<file path="src/verilog/ocd_pkg.sv">
// Constants and types shared by the opcode decode sequencer files
package ocd_pkg;
  localparam int unsigned ICYC_CLKS = 4;
  localparam logic [1:0]  PH_FIRST  = 2'h0;
  localparam logic [1:0]  PH_LAST   = 2'(ICYC_CLKS - 1);
  localparam logic [7:0]  ZERO_BYTE = 8'h00;
  localparam logic [4:0]  CNT_ONE   = 5'h01;
  localparam logic [1:0]  LEN_ONE   = 2'h1;
  localparam logic [1:0]  LEN_TWO   = 2'h2;
  localparam logic [1:0]  LEN_THREE = 2'h3;
  localparam logic [2:0]  CYC_ONE   = 3'h1;
  localparam logic [2:0]  CYC_TWO   = 3'h2;
  localparam logic [2:0]  CYC_THREE = 3'h3;
  localparam logic [2:0]  CYC_FOUR  = 3'h4;
  localparam logic [2:0]  CYC_FIVE  = 3'h5;
  localparam logic [4:0]  LC_1_1    = {LEN_ONE, CYC_ONE};
  localparam logic [4:0]  LC_1_3    = {LEN_ONE, CYC_THREE};
  localparam logic [4:0]  LC_1_4    = {LEN_ONE, CYC_FOUR};
  localparam logic [4:0]  LC_1_5    = {LEN_ONE, CYC_FIVE};
  localparam logic [4:0]  LC_2_2    = {LEN_TWO, CYC_TWO};
  localparam logic [4:0]  LC_2_3    = {LEN_TWO, CYC_THREE};
  localparam logic [4:0]  LC_3_3    = {LEN_THREE, CYC_THREE};
  localparam logic [4:0]  LC_3_4    = {LEN_THREE, CYC_FOUR};
  // Flag update mask: bit 0 carry, bit 1 aux carry, bit 2 overflow
  localparam logic [2:0]  FLG_NONE  = 3'h0;
  localparam logic [2:0]  FLG_CY    = 3'h1;
  localparam logic [2:0]  FLG_CY_OV = 3'h5;
  localparam logic [2:0]  FLG_ALL   = 3'h7;
  localparam logic [7:0]  OP_NOP       = 8'h00;
  localparam logic [7:0]  OP_NOP_ALT   = 8'hA5;
  localparam logic [7:0]  OP_INC_DPTR  = 8'hA3;
  localparam logic [7:0]  OP_MUL       = 8'hA4;
  localparam logic [7:0]  OP_DIV       = 8'h84;
  localparam logic [7:0]  OP_LJMP      = 8'h02;
  localparam logic [7:0]  OP_LCALL     = 8'h12;
  localparam logic [7:0]  OP_RET       = 8'h22;
  localparam logic [7:0]  OP_RETI      = 8'h32;
  localparam logic [7:0]  OP_JBC       = 8'h10;
  localparam logic [7:0]  OP_JMP_ADPTR = 8'h73;
  localparam logic [7:0]  OP_MOVC_PC   = 8'h83;
  localparam logic [7:0]  OP_MOVC_DPTR = 8'h93;
  localparam logic [7:0]  OP_ANL_DI    = 8'h53;
  localparam logic [7:0]  OP_ORL_DI    = 8'h43;
  localparam logic [7:0]  OP_XRL_DI    = 8'h63;
  localparam logic [7:0]  OP_MOV_DD    = 8'h85;
  localparam logic [7:0]  OP_MOV_DI    = 8'h75;
  localparam logic [7:0]  OP_SJMP      = 8'h80;
  localparam logic [7:0]  OP_DJNZ_D    = 8'hD5;

  typedef enum logic [1:0] {
    OCD_ST_OP   = 2'b00,
    OCD_ST_OPND = 2'b01,
    OCD_ST_EXEC = 2'b11
  } ocd_state_t;

  typedef enum logic [2:0] {
    OCD_MD_NONE, OCD_MD_REG, OCD_MD_IND, OCD_MD_XRI,
    OCD_MD_XDPTR, OCD_MD_CDPTR, OCD_MD_CPC
  } ocd_mode_t;
endpackage

</file>
<file path="src/verilog/ocd_dec_if.sv">
// Decode bundle between the sequencer and the opcode table
`timescale 1ns/100ps
interface ocd_dec_if;
  import ocd_pkg::*;
  logic [7:0] opcode;
  logic [1:0] len;
  logic [2:0] cyc;
  ocd_mode_t  mode;
  logic [2:0] reg_idx;
  logic       ri_sel;
  logic [2:0] flags;
  logic       bit_clr;
  logic       xwr;
  modport lut (input opcode, output len, cyc, mode, reg_idx, ri_sel,
               flags, bit_clr, xwr);
  modport seq (output opcode, input len, cyc, mode, reg_idx, ri_sel,
               flags, bit_clr, xwr);
endinterface

</file>
<file path="src/verilog/ocd_icyc_div.sv">
// Four-clock instruction cycle phase divider
`timescale 1ns/100ps
module ocd_icyc_div import ocd_pkg::*; (
  input  wire logic       core_clk,
  input  wire logic       rst_n,
  input  wire logic       run,
  output logic [1:0]      phase,
  output logic            c1,
  output logic            c4
);
  typedef struct packed {
    logic [1:0] ph;
  } ocd_div_t;

  ocd_div_t d_r;
  ocd_div_t d_nxt;

  always_comb begin
    d_nxt = d_r;
    if (run) begin
      d_nxt.ph = d_r.ph + 2'h1;
    end
  end

  always_ff @(posedge core_clk or negedge rst_n) begin
    if (!rst_n) begin
      d_r <= '0;
    end else begin
      d_r <= d_nxt;
    end
  end

  assign phase = d_r.ph;
  assign c1    = (d_r.ph == PH_FIRST);
  assign c4    = run && (d_r.ph == PH_LAST);
endmodule

</file>
<file path="src/verilog/ocd_op_table.sv">
// Opcode lookup: length, cycles, addressing and flag effects
`timescale 1ns/100ps
module ocd_op_table import ocd_pkg::*; (
  ocd_dec_if.lut dec
);
  logic [7:0] o;
  logic [4:0] lc;

  assign o = dec.opcode;

  always_comb begin
    lc = LC_1_1;
    dec.mode = OCD_MD_NONE;
    dec.flags = FLG_NONE;
    dec.reg_idx = o[2:0];
    dec.ri_sel = o[0];
    dec.bit_clr = (o == OP_JBC);
    dec.xwr = o[4];
    if (o[3]) begin
      dec.mode = OCD_MD_REG;
    end else if (o[3:1] == 3'h3) begin
      dec.mode = OCD_MD_IND;
    end
    // First match wins; specific codes precede their column defaults
    casez (o)
      8'b01111???, 8'b10?01???: lc = LC_2_2;
      8'b10111???: lc = LC_3_4;
      8'b11011???: lc = LC_2_3;
      8'b0111011?, 8'b10?0011?: lc = LC_2_2;
      8'b1011011?: lc = LC_3_4;
      8'h?1: lc = LC_2_3;
      OP_MUL, OP_DIV: lc = LC_1_5;
      8'hB4, 8'hB5: lc = LC_3_4;
      OP_DJNZ_D: lc = LC_3_4;
      OP_JBC, 8'h20, 8'h30: lc = LC_3_4;
      OP_LCALL: lc = LC_3_4;
      OP_LJMP: lc = LC_3_4;
      OP_MOV_DI, OP_MOV_DD, 8'h90: lc = LC_3_3;
      OP_ANL_DI, OP_ORL_DI, OP_XRL_DI: lc = LC_3_3;
      OP_NOP_ALT: lc = LC_1_1;
      8'h?5: lc = LC_2_2;
      8'h24, 8'h34, 8'h94: lc = LC_2_2;
      8'h44, 8'h54, 8'h64, 8'h74: lc = LC_2_2;
      OP_SJMP, 8'h40, 8'h50, 8'h60, 8'h70: lc = LC_2_3;
      8'hA0, 8'hB0, 8'hC0, 8'hD0: lc = LC_2_2;
      8'hE0, 8'hF0: begin
        lc = LC_1_3;
        dec.mode = OCD_MD_XDPTR;
      end
      OP_RET, OP_RETI: lc = LC_1_4;
      8'b111?001?: begin
        lc = LC_1_3;
        dec.mode = OCD_MD_XRI;
      end
      8'h?2: lc = LC_2_2;
      OP_JMP_ADPTR, OP_MOVC_DPTR: begin
        lc = LC_1_3;
        dec.mode = OCD_MD_CDPTR;
      end
      OP_MOVC_PC: begin
        lc = LC_1_3;
        dec.mode = OCD_MD_CPC;
      end
      OP_INC_DPTR: lc = LC_1_3;
      default: lc = LC_1_1;
    endcase
    // Add, add-with-carry and subtract touch all three arithmetic flags
    if ((o[7:4] == 4'h2 || o[7:4] == 4'h3 || o[7:4] == 4'h9)
        && (o[3] || o[2])) begin
      dec.flags = FLG_ALL;
    end else if (o[7:4] == 4'hB && (o[3] || o[2])) begin
      dec.flags = FLG_CY;
    end
    case (o)
      OP_MUL, OP_DIV: dec.flags = FLG_CY_OV;
      8'hD4, 8'h13, 8'h33, 8'hC3, 8'hD3, 8'hB3,
      8'h82, 8'hB0, 8'h72, 8'hA0, 8'hA2: dec.flags = FLG_CY;
      default: ;
    endcase
    dec.len = lc[4:3];
    dec.cyc = lc[2:0];
  end
endmodule

</file>
<file path="src/verilog/ocd_decode_seq.sv">
// Opcode decode and instruction-cycle sequencer, top level
`timescale 1ns/100ps
// Overview of operation
// - Accept standard opcodes with reference semantics
// - Status flags updated exactly as reference
// - Add/addc/subb: Rn,@Ri 1/1; direct,immediate 2/2
// - Data pointer increment: one byte, three cycles
// - Logic immediate into direct: three bytes, three cycles
// - Code table reads: one byte, three cycles
// - Ri external moves: paged address, 1/3
// - Pointer external moves: 16-bit address, 1/3
// - Long call: three bytes, four cycles
// - Returns: one byte, four cycles
// - Absolute call/jump: two bytes, three cycles
// - Long jump: three bytes, four cycles
// - Relative and conditional jumps: two bytes, three
// - Bit jumps 3/4; clear variant clears bit
// - Indirect accumulator-plus-pointer jump: one byte, three
// - Compare-and-jump forms: three bytes, four cycles
// - Decrement-jump: register 2/3, direct 3/4
// - No-operation and reserved alias: one byte, one
// - Carry-only ops 1/1; carry with bit 2/2
// - Direct-to-direct and immediate-to-direct moves: 3/3
// - Indirect pointer R0/R1 from low opcode bit
// - Instruction cycle is exactly four clocks; a missing code byte stretches it at its first clock
module ocd_decode_seq import ocd_pkg::*; (
  input  wire logic        core_clk,
  input  wire logic        rst_n,
  input  wire logic        code_valid,
  input  wire logic [7:0]  code_byte,
  output logic             code_ready,
  input  wire logic [7:0]  acc_value,
  input  wire logic [7:0]  ri_value,
  input  wire logic [15:0] dptr_value,
  input  wire logic [15:0] pc_value,
  input  wire logic [7:0]  external_page_high_byte,
  input  wire logic        xpage_en,
  output logic             instr_valid,
  output logic [7:0]       instr_opcode,
  output logic [1:0]       instr_len,
  output logic [2:0]       instr_cycles,
  output ocd_mode_t        instr_mode,
  output logic [2:0]       reg_index,
  output logic             ind_ptr_sel,
  output logic [2:0]       flag_update,
  output logic             bit_clear_on_branch,
  output logic [7:0]       operand1,
  output logic [7:0]       operand2,
  output logic [10:0]      branch_addr11,
  output logic [15:0]      xdata_addr,
  output logic             xdata_rd,
  output logic             xdata_wr,
  output logic [15:0]      code_addr,
  output logic [1:0]       icyc_phase
);
  typedef struct packed {
    ocd_state_t st;
    logic [7:0] op;
    logic [7:0] b1;
    logic [7:0] b2;
    logic       got;
    logic [2:0] cyc_left;
    logic [4:0] cnt;
    logic       vld;
    logic [7:0] o_op;
    logic [7:0] o_b1;
    logic [7:0] o_b2;
    logic [1:0] o_len;
    logic [2:0] o_cyc;
    ocd_mode_t  o_mode;
    logic [2:0] o_reg;
    logic       o_ri;
    logic [2:0] o_flg;
    logic       o_clr;
    logic [15:0] o_xa;
    logic       o_xrd;
    logic       o_xwr;
    logic [15:0] o_ca;
    logic [4:0] o_cnt;
  } ocd_seq_t;

  ocd_seq_t   s_r;
  ocd_seq_t   s_nxt;
  ocd_dec_if  dec ();
  logic [1:0] phase;
  logic       c1;
  logic       c4;
  logic       run;
  logic       take;
  logic       fin;

  ocd_icyc_div u_div (
    .core_clk (core_clk),
    .rst_n    (rst_n),
    .run      (run),
    .phase    (phase),
    .c1       (c1),
    .c4       (c4)
  );

  ocd_op_table u_tab (
    .dec (dec)
  );

  // While waiting for an opcode the table looks at the incoming byte
  assign dec.opcode = (s_r.st == OCD_ST_OP) ? code_byte : s_r.op;

  // One code byte per instruction cycle, only at its first clock
  assign code_ready = (s_r.st != OCD_ST_EXEC) && c1;
  assign take       = code_ready && code_valid;
  // A missing byte freezes the phase, so a cycle never runs short
  assign run        = !(code_ready && !code_valid);
  assign fin        = c4 && (s_r.st != OCD_ST_OP)
                      && (s_r.cyc_left == CYC_ONE);

  always_comb begin
    s_nxt = s_r;
    s_nxt.vld = 1'b0;
    s_nxt.o_xrd = 1'b0;
    s_nxt.o_xwr = 1'b0;
    if (s_r.st != OCD_ST_OP && run) begin
      s_nxt.cnt = s_r.cnt + CNT_ONE;
    end
    case (s_r.st)
      OCD_ST_OP: begin
        if (take) begin
          s_nxt.op = code_byte;
          s_nxt.b1 = ZERO_BYTE;
          s_nxt.b2 = ZERO_BYTE;
          s_nxt.got = 1'b0;
          s_nxt.cyc_left = dec.cyc;
          s_nxt.cnt = CNT_ONE;
          if (dec.len == LEN_ONE) begin
            s_nxt.st = OCD_ST_EXEC;
          end else begin
            s_nxt.st = OCD_ST_OPND;
          end
        end
      end
      OCD_ST_OPND: begin
        if (take) begin
          if (!s_r.got) begin
            s_nxt.b1 = code_byte;
          end else begin
            s_nxt.b2 = code_byte;
          end
          s_nxt.got = 1'b1;
          if (dec.len == LEN_TWO || s_r.got) begin
            s_nxt.st = OCD_ST_EXEC;
          end
        end
      end
      OCD_ST_EXEC: begin
        s_nxt.st = OCD_ST_EXEC;
      end
      default: begin
        s_nxt.st = OCD_ST_OP;
      end
    endcase
    if (fin) begin
      s_nxt.st = OCD_ST_OP;
      s_nxt.vld = 1'b1;
      s_nxt.o_op = s_r.op;
      s_nxt.o_b1 = s_r.b1;
      s_nxt.o_b2 = s_r.b2;
      s_nxt.o_len = dec.len;
      s_nxt.o_cyc = dec.cyc;
      s_nxt.o_mode = dec.mode;
      s_nxt.o_reg = dec.reg_idx;
      s_nxt.o_ri = dec.ri_sel;
      s_nxt.o_flg = dec.flags;
      s_nxt.o_clr = dec.bit_clr;
      s_nxt.o_cnt = s_r.cnt + CNT_ONE;
      s_nxt.o_xa = {ZERO_BYTE, ZERO_BYTE};
      s_nxt.o_ca = {ZERO_BYTE, ZERO_BYTE};
      case (dec.mode)
        OCD_MD_XRI: begin
          // Without paging the upper address byte stays zero
          if (xpage_en) begin
            s_nxt.o_xa = {external_page_high_byte, ri_value};
          end else begin
            s_nxt.o_xa = {ZERO_BYTE, ri_value};
          end
          s_nxt.o_xrd = !dec.xwr;
          s_nxt.o_xwr = dec.xwr;
        end
        OCD_MD_XDPTR: begin
          s_nxt.o_xa = dptr_value;
          s_nxt.o_xrd = !dec.xwr;
          s_nxt.o_xwr = dec.xwr;
        end
        OCD_MD_CDPTR: begin
          s_nxt.o_ca = dptr_value + {ZERO_BYTE, acc_value};
        end
        OCD_MD_CPC: begin
          // Caller supplies the already advanced program counter
          s_nxt.o_ca = pc_value + {ZERO_BYTE, acc_value};
        end
        default: ;
      endcase
    end else if (c4 && s_r.st != OCD_ST_OP) begin
      s_nxt.cyc_left = s_r.cyc_left - CYC_ONE;
    end
  end

  always_ff @(posedge core_clk or negedge rst_n) begin
    if (!rst_n) begin
      s_r <= '0;
    end else begin
      s_r <= s_nxt;
    end
  end

  assign instr_valid         = s_r.vld;
  assign instr_opcode        = s_r.o_op;
  assign instr_len           = s_r.o_len;
  assign instr_cycles        = s_r.o_cyc;
  assign instr_mode          = s_r.o_mode;
  assign reg_index           = s_r.o_reg;
  assign ind_ptr_sel         = s_r.op[0];
  assign flag_update         = s_r.o_flg;
  assign bit_clear_on_branch = s_r.o_clr;
  assign operand1            = s_r.o_b1;
  assign operand2            = s_r.o_b2;
  assign branch_addr11       = {s_r.o_op[7:5], s_r.o_b1};
  assign xdata_addr          = s_r.o_xa;
  assign xdata_rd            = s_r.o_xrd;
  assign xdata_wr            = s_r.o_xwr;
  assign code_addr           = s_r.o_ca;
  assign icyc_phase          = phase;
endmodule

</file>
<file path="config.mk">
export PLATFORM = sky130hd
export DESIGN_NAME = ocd_decode_seq
export DESIGN_NICKNAME = d
export VERILOG_FILES = /design/src/verilog/ocd_pkg.sv /design/src/verilog/ocd_dec_if.sv /design/src/verilog/ocd_icyc_div.sv /design/src/verilog/ocd_op_table.sv /design/src/verilog/ocd_decode_seq.sv
export SDC_FILE = /design/constraint.sdc
export NUM_CORES = 1
export LEC_CHECK = 0
export ABC_AREA = 1
export BUFFER_PORTS_ARGS = -buffer_cell sky130_fd_sc_hd__buf_4
export CAP_MARGIN = 5
export CELL_PAD_IN_SITES_DETAIL_PLACEMENT = 0
export CELL_PAD_IN_SITES_GLOBAL_PLACEMENT = 1
export CORE_MARGIN = 5
export CORE_UTILIZATION = 39
export DETAILED_ROUTE_END_ITERATION = 16
export GPL_ROUTABILITY_DRIVEN = 0
export PLACE_DENSITY = 0.88
export SETUP_SLACK_MARGIN = 0.3
export SLEW_MARGIN = 25
export SYNTH_ARGS = -nofsm -noshare
export SYNTH_HDL_FRONTEND = slang
export SYNTH_SLANG_ARGS = --single-unit
</file>
<file path="constraint.sdc">
create_clock -name core_clk -period 3.9 [get_ports core_clk]
set_clock_uncertainty 0.05 [all_clocks]
set_input_delay 0.39 -clock core_clk [delete_from_list [all_inputs] [get_ports core_clk]]
set_output_delay 0.39 -clock core_clk [all_outputs]
set_load 0.02 [all_outputs]
</file>
==> results.json, run 1 <==
{
  "status": "finished, violations left",
  "failed_checks": "negative hold slack",
  "synthDistinctLibCells": 47,
  "ctsHoldBuffers": 0,
  "num_rows": 47,
  "worstHoldPathType": "input port to async pin",
  "die_y_um": 139,
  "seq_area_frac_synth": 0.407,
  "fin_util": 0.464,
  "first_pass_iters": 5,
  "routed-via-count": 5546,
  "holdWs_ns": -0.0174,
  "die_x_um": 139,
  "synth_edf_count": 0,
  "cp.arrival_ns": 3.57,
  "min_period_over_period": 0.863,
  "timing.fmax_mhz": 297,
  "finalSetupViolations": 0,
  "fillers": 1688,
  "syn_inst": 839,
  "critPathMaxFanout": 17,
  "synth_nets": 922,
  "final_cell_mix": "nand2_1 (222), buf_4 (165), dfrtp_1 (104)",
  "required_ns": 4.10,
  "hold_violations": 3,
  "ios": 157,
  "start_util": 0.396,
  "final.min_clock_period_ns": 3.37,
  "h-tree-depth": 3,
  "cts_tree": "yes",
  "core_um2": 16500,
  "critPathKind": "flop to flop",
  "syn_area_um2": 6520,
  "grt_pass1_wl_um": 28700,
  "ant_nets": 0,
  "dp_slack_ns": 0.379,
  "clk_latency_ns": 0.36,
  "wl_um": 17700,
  "nets": 994,
  "power_mw": 5.81,
  "cts_root_buf": "clkbuf_16",
  "grtUsageTotal": 0.183,
  "place_hpwl_um": 13400,
  "via_per_inst": 4.89,
  "layout_commonest_cell": "nand2_1",
  "antenna_found_initial": 0,
  "async_flop_share": 1.00,
  "slew-limit-headroom": 0.487,
  "slew_viol_final": 0,
  "crit_start": "s_r[114]$_DFFE_PN0P_",
  "maxCapViolations": 0,
  "crit_path_start_kind": "flop",
  "tightest_slew_ns": 0.770,
  "rsz0062_at_grt": "no",
  "synth_ff_type": "dfrtp_1",
  "antennaDiodeCount": 0,
  "regArea_um2": 2660,
  "avgSynthCellArea_um2": 7.77,
  "grt_overflow_total": 0,
  "leakage_nw": 3.94,
  "multi_input_area_um2": 2790,
  "grt_start_max_net_pins": 79,
  "wl_per_cell_um": 15.6,
  "clock_sinks": 106,
  "setup_tns_ns": 0,
  "drive_above_1_share": 0.259,
  "post-route-drc-count": 0,
  "cts_buffers": 9,
  "grt_pass1_vias": 5521,
  "synth_seq_cells": 106,
  "ir_drop_v": 0.000266,
  "drtIter0Drc": 344,
  "clk_pin_slew_worst_paths_ns": 0.08,
  "port_buffers": 156,
  "dieArea_um2": 19400,
  "rr_startpoint": "s_r[114]$_DFFE_PN0P_",
  "cts_buffer_depth": 2,
  "yosys_warnings": 0,
  "synthToLayoutAreaGrowth_pct": 17.2,
  "cp-end-kind": "flop",
  "powerDensity_nw_per_um2": 761,
  "worst_slack_ns": 0.532
}
==> power breakdown <==
group | internal [mW] | total (mW) | switching [mW]
clock | 0.445 | 0.893 | 0.448
sequential | 1.56 | 1.84 | 0.277
combinational | 1.13 | 3.08 | 1.95
==> state kept, by name (all words and copies together), names as in the netlist <==
name,flops
instr_len,2
xdata_wr,1
instr_valid,1
u_div.phase,2
ind_ptr_sel,1
instr_opcode,8
s_r,29
operand1,8
xdata_rd,1
reg_index,3
bit_clear_on_branch,1
xdata_addr,16
instr_cycles,3
operand2,8
instr_mode,3
code_addr,16
flag_update,3
==> per-stage QoR <==
| step | instance area (um^2) | hold slack (ns) | cells |
|---|---|---|---|
| after floorplan | 6520 | 0.0444 | 839 |
| after global placement | 7280 | 0.404 | 1115 |
| after detailed placement | 7280 | 0.412 | 1115 |
| after CTS | 7560 | 0.0505 | 1130 |
| after global routing | 7640 | 0.0667 | 1135 |
| final | 7640 | -0.0174 | 1135 |
==> Yosys cell counts, types with 2 or more instances <==
cell / count / share of area
xor2_1: 3 / 0.0040
o21ai_0: 68 / 0.052
dfrtp_1: 106 / 0.41
nor2_1: 63 / 0.036
clkbuf_1: 17 / 0.0098
a21boi_0: 2 / 0.0023
nand3_1: 44 / 0.034
nor2_4: 5 / 0.0086
nand3b_1: 2 / 0.0023
nand4_1: 4 / 0.0038
mux2i_1: 7 / 0.011
nand2_2: 10 / 0.0096
a31oi_1: 22 / 0.021
buf_4: 82 / 0.094
buf_2: 3 / 0.0023
a21oi_1: 14 / 0.011
o21ai_1: 10 / 0.0077
buf_6: 3 / 0.0052
nor2_2: 4 / 0.0038
inv_2: 9 / 0.0052
a22o_1: 2 / 0.0027
nand2_4: 5 / 0.0086
o21ai_2: 4 / 0.0054
buf_1: 2 / 0.0012
ha_1: 14 / 0.027
nand2_1: 222 / 0.13
nand3_4: 4 / 0.011
nor3_1: 6 / 0.0046
inv_1: 81 / 0.047
xnor2_1: 4 / 0.0054
==> what timing repair did <==
action	CTS	global route
endpoints found under the setup margin	0	7
hold endpoints to repair	0	0
gates resized for setup	0	6
setup buffers	0	5
==> cell type report <==
cell class	instances	share of cell area
inverters	92	0.0459
clock buffers	9	0.0295
clock inverters	6	0.00737
multi-input cells	534	0.366
repair buffers	168	0.168
well taps	220	0.0360
flip-flops and latches	106	0.348
==> routing by layer <==
layer	GRT usage	vias to the layer above	part of all wire
met5	0	-	0
met4	0.0757	0	0.032
met3	0.0405	40	0.054
met2	0.291	159	0.47
met1	0.243	2616	0.44
li1	-	2731	-
==> worst max-delay path, stage by stage, from the launching register on <==
cell and delay [ns]:
dfrtp_2 0.46, nor2_4 0.15, buf_12 0.14, nand2_1 0.07, nand2_2 0.11, nand2_4 0.11, nor2_8 0.15, nand3_4 0.17
buf_6 0.24, mux2i_1 0.16, inv_1 0.06, ha_1 0.34, nand2_1 0.06, inv_1 0.07, nand4_1 0.10, nand2_1 0.11
nand2_1 0.06, nand2_1 0.09, nand3_4 0.09, nor2_2 0.15, nand2_1 0.09, o21ai_1 0.13, o21ai_1 0.08
==> final timing paths <==
check,endpoint,slack [ns],cells after the start
min reg2reg,instr_opcode[2]$_DFFE_PN0P_,0.42,2
min,xdata_addr[0]$_DFFE_PN0P_,-0.02,1
min in group core_clk,s_r[108]$_DFFE_PN0P_,0.20,3
max in group asynchronous,ind_ptr_sel$_DFFE_PN0P_,3.04,2
max,code_addr[13]$_DFFE_PN0P_,0.53,22
max reg2reg,code_addr[13]$_DFFE_PN0P_,0.53,22
==> kinds of logic after synthesis <==
| group | after synthesis | share of synthesized area |
|---|---|---|
| buffers and inverters | 199 | 0.167 |
| AO/OA/AOI/OAI | 130 | 0.113 |
| multiplexers | 7 | 0.0108 |
| AND/OR/NAND/NOR | 375 | 0.263 |
| flip-flops | 106 | 0.407 |
| XOR/XNOR | 7 | 0.00941 |
| adder cells (fa/ha/maj) | 15 | 0.0300 |
(Power assumes the default switching activity.)
==> run 2: changes to the inputs <==
--- a/config.mk
+++ b/config.mk
@@ -11,10 +11,10 @@
 export CELL_PAD_IN_SITES_DETAIL_PLACEMENT = 0
 export CELL_PAD_IN_SITES_GLOBAL_PLACEMENT = 1
 export CORE_MARGIN = 5
-export CORE_UTILIZATION = 39
+export CORE_UTILIZATION = 35
 export DETAILED_ROUTE_END_ITERATION = 16
 export GPL_ROUTABILITY_DRIVEN = 0
-export PLACE_DENSITY = 0.88
+export PLACE_DENSITY = 0.84
 export SETUP_SLACK_MARGIN = 0.3
 export SLEW_MARGIN = 25
 export SYNTH_ARGS = -nofsm -noshare
==> constraint.sdc (replaced) <==
create_clock -name core_clk -period 2.75 [get_ports core_clk]
set_clock_uncertainty 0.05 [all_clocks]
set_input_delay 0.275 -clock core_clk [delete_from_list [all_inputs] [get_ports core_clk]]
set_output_delay 0.275 -clock core_clk [all_outputs]
set_load 0.02 [all_outputs]
==> run 2 against run 1 <==
  * Critical path depth fell by 2
  * Critical path type unchanged
  * Cell count rose by 8.3%
  * Utilization rose by 0.17 points
  * Via count rose by 5.5%
  * Flip-flop and latch count did not move
  * Cell area rose by 13%
  * The flow finishes with violations (negative setup slack)
  * Register-to-register slack got worse by 1.0 ns
  * Sequential share of layout area fell by 4.0 points
==> results.json, run 2 (synthesis gave the netlist of run 1 again) <==
{
  "grt_pass1_wl_um": 29500,
  "num_rows": 50,
  "drtIter0Drc": 299,
  "leakage_nw": 4.39,
  "tightest_slew_ns": 0.684,
  "core_um2": 18500,
  "p_comb_frac": 0.573,
  "wl_um": 19100,
  "slew_viol_final": 0,
  "cts_tree": "yes",
  "required_ns": 2.95,
  "die_x_um": 146,
  "ant_nets": 0,
  "place_hpwl_um": 14200,
  "post-route-drc-count": 0,
  "post-place-cells": 1181,
  "finalSetupViolations": 13,
  "fillers": 1850,
  "final.min_clock_period_ns": 3.24,
  "r2r-end": "code_addr[10]$_DFFE_PN0P_",
  "r2r_cells": 20,
  "wl_per_cell_um": 15.5,
  "start_util": 0.352,
  "powerDensity_nw_per_um2": 1050,
  "nets": 1073,
  "antenna_found_initial": 0,
  "first_pass_iters": 5,
  "clk_pin_slew_worst_paths_ns": 0.08,
  "hold_path_depth": 3,
  "cts_root_buf": "clkbuf_16",
  "ios": 157,
  "dieArea_um2": 21400,
  "slew-limit-headroom": 0.542,
  "grt_overflow_total": 0,
  "swShare": 0.454,
  "layout_commonest_cell": "buf_4",
  "die_y_um": 146,
  "final_cell_mix": "buf_4 (236), nand2_1 (197), dfrtp_1 (104)",
  "cts_buffer_depth": 2,
  "r2r_setup_slack_ns": -0.49,
  "critPathMaxFanout": 8,
  "worstHoldPathType": "input port to flop",
  "rr_startpoint": "s_r[114]$_DFFE_PN0P_",
  "maxCapViolations": 0,
  "cts_buffers": 9,
  "p_sw_mw": 4.13,
  "cp-end-kind": "flop",
  "clk_latency_ns": 0.36,
  "met2_usage": 0.292,
  "seqPwrFrac": 0.284,
  "status": "finished, violations left",
  "cp.arrival_ns": 3.44,
  "clock_sinks": 106,
  "largest_reg_flops": 29,
  "critPathKind": "flop to flop",
  "power_mw": 9.09,
  "regMostFlops": "s_r",
  "worst_slack_ns": -0.494,
  "min_to": "s_r[108]$_DFFE_PN0P_",
  "use_met1": 0.207,
  "drive_above_1_share": 0.378,
  "routed-via-count": 5849,
  "port_buffers": 156,
  "rsz0062_at_grt": "yes",
  "antennaDiodeCount": 0,
  "crit_path_start_kind": "flop",
  "grt_use_met3": 0.0655,
  "min_period_over_period": 1.18,
  "grtUsageTotal": 0.171,
  "layoutNonFillerInstCount": 1229,
  "grt-busiest-layer": "met2",
  "timing.fmax_mhz": 308,
  "hold_violations": 0,
  "grt_start_max_net_pins": 71,
  "p_clk_frac": 0.143,
  "h-tree-depth": 3,
  "synthToLayoutAreaGrowth_pct": 32.3,
  "min_from": "code_byte[3]",
  "ir_drop_v": 0.000453,
  "grt_pass1_vias": 5723,
  "p_int_mw": 4.96,
  "failed_checks": "negative setup slack",
  "via_per_inst": 4.76
}
run 2: what timing repair did:
action                                  CTS  global route
pin swaps                                19            50
resized for setup                        17            74
hold endpoints to repair                 36             0
hold buffers                              1             0
buffers inserted                         11            20
endpoints found under the setup margin   15            22
run 2: how the worst max path moves through the flow:
stage,from,endpoint
3_3_place_gp,s_r[114]$_DFFE_PN0P_,code_addr[12]$_DFFE_PN0P_
2_1_floorplan,s_r[114]$_DFFE_PN0P_,code_addr[12]$_DFFE_PN0P_
5_1_grt,s_r[114]$_DFFE_PN0P_,code_addr[15]$_DFFE_PN0P_
6_report,s_r[114]$_DFFE_PN0P_,code_addr[10]$_DFFE_PN0P_
3_5_place_dp,s_r[114]$_DFFE_PN0P_,code_addr[15]$_DFFE_PN0P_
4_1_cts,s_r[113]$_DFFE_PN0P_,code_addr[12]$_DFFE_PN0P_
run 2: power by group through the flow:
stage                     sequential [mW]  clock, mW  combinational (mW)
after global placement               2.59          0                4.68
after detailed placement             2.60          0                4.72
after global routing                 2.66       1.40                5.70
after CTS                            2.58       1.35                4.82
final                                2.58       1.30                5.21
after floorplan                      2.54          0                3.47
run 2: metal layers:
layer  vias to the layer above  share of wire
li1                       2903              -
met1                      2719           0.41
met2                       200           0.48
met3                        27          0.090
met4                         0          0.015
met5                         -              0
run 2: worst max-delay path: stages (launching register included):
cell	delay, ns
dfrtp_2	0.45
nor2_4	0.27
nand2_2	0.11
nand2_4	0.08
nand2_4	0.07
nor2_8	0.12
nand3_4	0.14
mux2i_1	0.15
inv_1	0.08
ha_2	0.19
inv_2	0.04
fa_2	0.39
inv_2	0.08
a31oi_4	0.08
inv_2	0.07
nand2_1	0.05
o211ai_1	0.16
nand3_4	0.12
buf_4	0.15
nor3_1	0.15
o21ai_1	0.09
run 2: layout make-up:
type | count | area [um^2] | share of cell area
multi-input cells | 534 | 3110 | 0.361
flip-flops and latches | 106 | 2660 | 0.308
repair buffers | 247 | 1910 | 0.222
inverters | 92 | 355 | 0.0412
well taps | 234 | 293 | 0.0340
clock buffers | 9 | 225 | 0.0261
clock inverters | 7 | 70.1 | 0.00813
run 2: stage by stage:
stage	cell area, um^2	TNS, ns	util	hold WS [ns]	setup slack, ns
floorplan	6550	-3.15	-	-0.0706	-0.423
global placement	7730	-2.44	0.418	0.222	-0.327
detailed placement	7730	-3.31	0.418	0.229	-0.416
CTS	8200	-2.79	0.443	0.0825	-0.365
global route	8620	-6.82	0.466	0.108	-0.687
finish	8620	-4.65	0.466	0.0937	-0.494
==> run 3: changes to the inputs <==
--- a/config.mk
+++ b/config.mk
@@ -11,12 +11,12 @@
 export CELL_PAD_IN_SITES_DETAIL_PLACEMENT = 0
 export CELL_PAD_IN_SITES_GLOBAL_PLACEMENT = 1
 export CORE_MARGIN = 5
-export CORE_UTILIZATION = 35
+export CORE_UTILIZATION = 36
+export CTS_BUF_LIST = sky130_fd_sc_hd__clkbuf_2
 export DETAILED_ROUTE_END_ITERATION = 16
 export GPL_ROUTABILITY_DRIVEN = 0
-export PLACE_DENSITY = 0.84
+export PLACE_DENSITY = 0.86
 export SETUP_SLACK_MARGIN = 0.3
-export SLEW_MARGIN = 25
 export SYNTH_ARGS = -nofsm -noshare
 export SYNTH_HDL_FRONTEND = slang
 export SYNTH_SLANG_ARGS = --single-unit
==> run 3 against run 2 <==
  * The flow still finishes with violations (negative setup slack)
  * Cell area up 5.2%
  * Sequential share of layout area is 1.5 points lower
  * Utilization is 4.1 points higher
  * First-iteration DRC count grew 7.7%
  * Cell count grew 4.8%
  * Flip-flop and latch count is the same
  * Critical path depth rose by 3
  * Critical endpoint is now code_addr[12]$_DFFE_PN0P_
==> results.json, run 3 (synthesis gave the netlist of run 1 again) <==
{
  "status": "finished, violations left",
  "failed_checks": "negative setup slack",
  "power_mw": 8.87,
  "synthToLayoutAreaGrowth_pct": 39.1,
  "cp.arrival_ns": 3.72,
  "setup_tns_ns": -3.74,
  "tightest_slew_ns": 0.549,
  "clk_latency_ns": 0.63,
  "grt_pass1_vias": 6200,
  "ios": 157,
  "critPathKind": "flop to flop",
  "port_buffers": 156,
  "cp-end-kind": "flop",
  "cts_root_buf": "clkbuf_2",
  "antenna_found_initial": 0,
  "antennaDiodeCount": 0,
  "first_pass_iters": 5,
  "layout_commonest_cell": "buf_4",
  "place_hpwl_um": 14000,
  "timing.fmax_mhz": 315,
  "num_rows": 49,
  "powerDensity_nw_per_um2": 979,
  "slew-limit-headroom": 0.632,
  "cts_buffer_depth": 2,
  "cts_buffers": 9,
  "core_um2": 17900,
  "required_ns": 3.30,
  "wl_um": 19700,
  "placedInstanceArea_um2": 7730,
  "wl_per_cell_um": 15.3,
  "final_cell_mix": "buf_4 (243), nand2_1 (199), dfrtp_1 (104)",
  "holdWs_ns": 0.0580,
  "h-tree-depth": 3,
  "worst_slack_ns": -0.427,
  "start_util": 0.364,
  "worstHoldPathType": "input port to flop",
  "final_cell_area_um2": 9060,
  "clk_pin_slew_worst_paths_ns": 0.34,
  "clock_sinks": 106,
  "nets": 1137,
  "grtUsageTotal": 0.188,
  "grt_overflow_total": 0,
  "ir_drop_v": 0.000512,
  "routed-via-count": 6161,
  "post-route-drc-count": 0,
  "post-place-cells": 1178,
  "slew_viol_final": 0,
  "layoutNonFillerInstCount": 1288,
  "cts_tree": "yes",
  "maxCapViolations": 0,
  "via_per_inst": 4.78,
  "drive_above_1_share": 0.365,
  "min_period_over_period": 1.16,
  "crit_path_start_kind": "flop",
  "fin_util": 0.506,
  "final.min_clock_period_ns": 3.18,
  "drtIter0Drc": 322,
  "grt_start_max_net_pins": 45,
  "ant_nets": 0,
  "largest_reg_flops": 29,
  "die_y_um": 145,
  "leakage_nw": 4.65,
  "die_x_um": 145,
  "finalSetupViolations": 16,
  "dp_slack_ns": -0.399,
  "rsz0062_at_grt": "yes",
  "regMostFlops": "s_r",
  "dieArea_um2": 20900,
  "grt_pass1_wl_um": 31000,
  "critPathMaxFanout": 8,
  "hold_violations": 0
}
-- run 3: final cells by class --
type / count / area, um^2
Timing Repair Buffer: 311 / 2550
Inverter: 92 / 350
Tap cell: 229 / 287
Fill cell: 1733 / 8840
Clock inverter: 7 / 86.3
Clock buffer: 9 / 45.0
Multi-Input combinational cell: 534 / 3090
Sequential cell: 106 / 2660
-- run 3: power by group --
| part | leakage [nW] | switching [mW] | total [mW] | internal [mW] |
|---|---|---|---|---|
| clock network | 0.0781 | 0.640 | 0.809 | 0.169 |
| logic | 3.26 | 3.19 | 5.48 | 2.30 |
| registers | 1.31 | 0.378 | 2.58 | 2.20 |
| total | 4.65 | 4.20 | 8.87 | 4.67 |
-- run 3: path summary, 6_finish.rpt --
| check | start | endpoint | slack [ns] | cells after the start |
|---|---|---|---|---|
| max | s_r[114]$_DFFE_PN0P_ | code_addr[12]$_DFFE_PN0P_ | -0.43 | 23 |
| min | acc_value[1] | code_addr[1]$_DFFE_PN0P_ | 0.06 | 4 |
| max reg2reg | s_r[114]$_DFFE_PN0P_ | code_addr[12]$_DFFE_PN0P_ | -0.43 | 23 |
| min reg2reg | instr_opcode[0]$_DFFE_PN0P_ | instr_opcode[0]$_DFFE_PN0P_ | 0.47 | 2 |
| max in group asynchronous | rst_n | instr_cycles[2]$_DFFE_PN0P_ | 1.65 | 4 |
| min in group asynchronous | rst_n | s_r[87]$_DFF_PN0_ | 0.49 | 3 |
-- run 3: timing repair --
item / 4_1_cts / 5_1_grt
resized for setup: 42 / 54
hold endpoints to repair: 152 / 0
hold buffers: 54 / 0
endpoints found under the setup margin: 18 / 25
setup buffers: 19 / 21
pin swaps: 20 / 20
-- run 3: per-layer routing --
metal	part of all wire	track usage	up-vias
met5	0	0	-
met4	0.020	0.0550	0
met3	0.076	0.0473	35
met2	0.49	0.323	230
met1	0.42	0.233	2871
li1	-	-	3025
-- run 3: worst max-delay path, stage by stage (launching register included) --
cell	delay (ns)
dfrtp_2	0.51
nor2_4	0.23
nand2_1	0.10
nand2_2	0.09
nand2_2	0.09
nor2_8	0.12
nand3_4	0.15
mux2i_1	0.17
inv_1	0.07
ha_2	0.18
inv_2	0.04
fa_2	0.35
inv_2	0.08
a31oi_4	0.10
inv_2	0.07
nand2_1	0.04
o211ai_1	0.16
nand3_4	0.12
nor2_4	0.10
nand2_2	0.08
inv_2	0.07
nand2_1	0.05
nand3_1	0.06
nand2_1	0.05
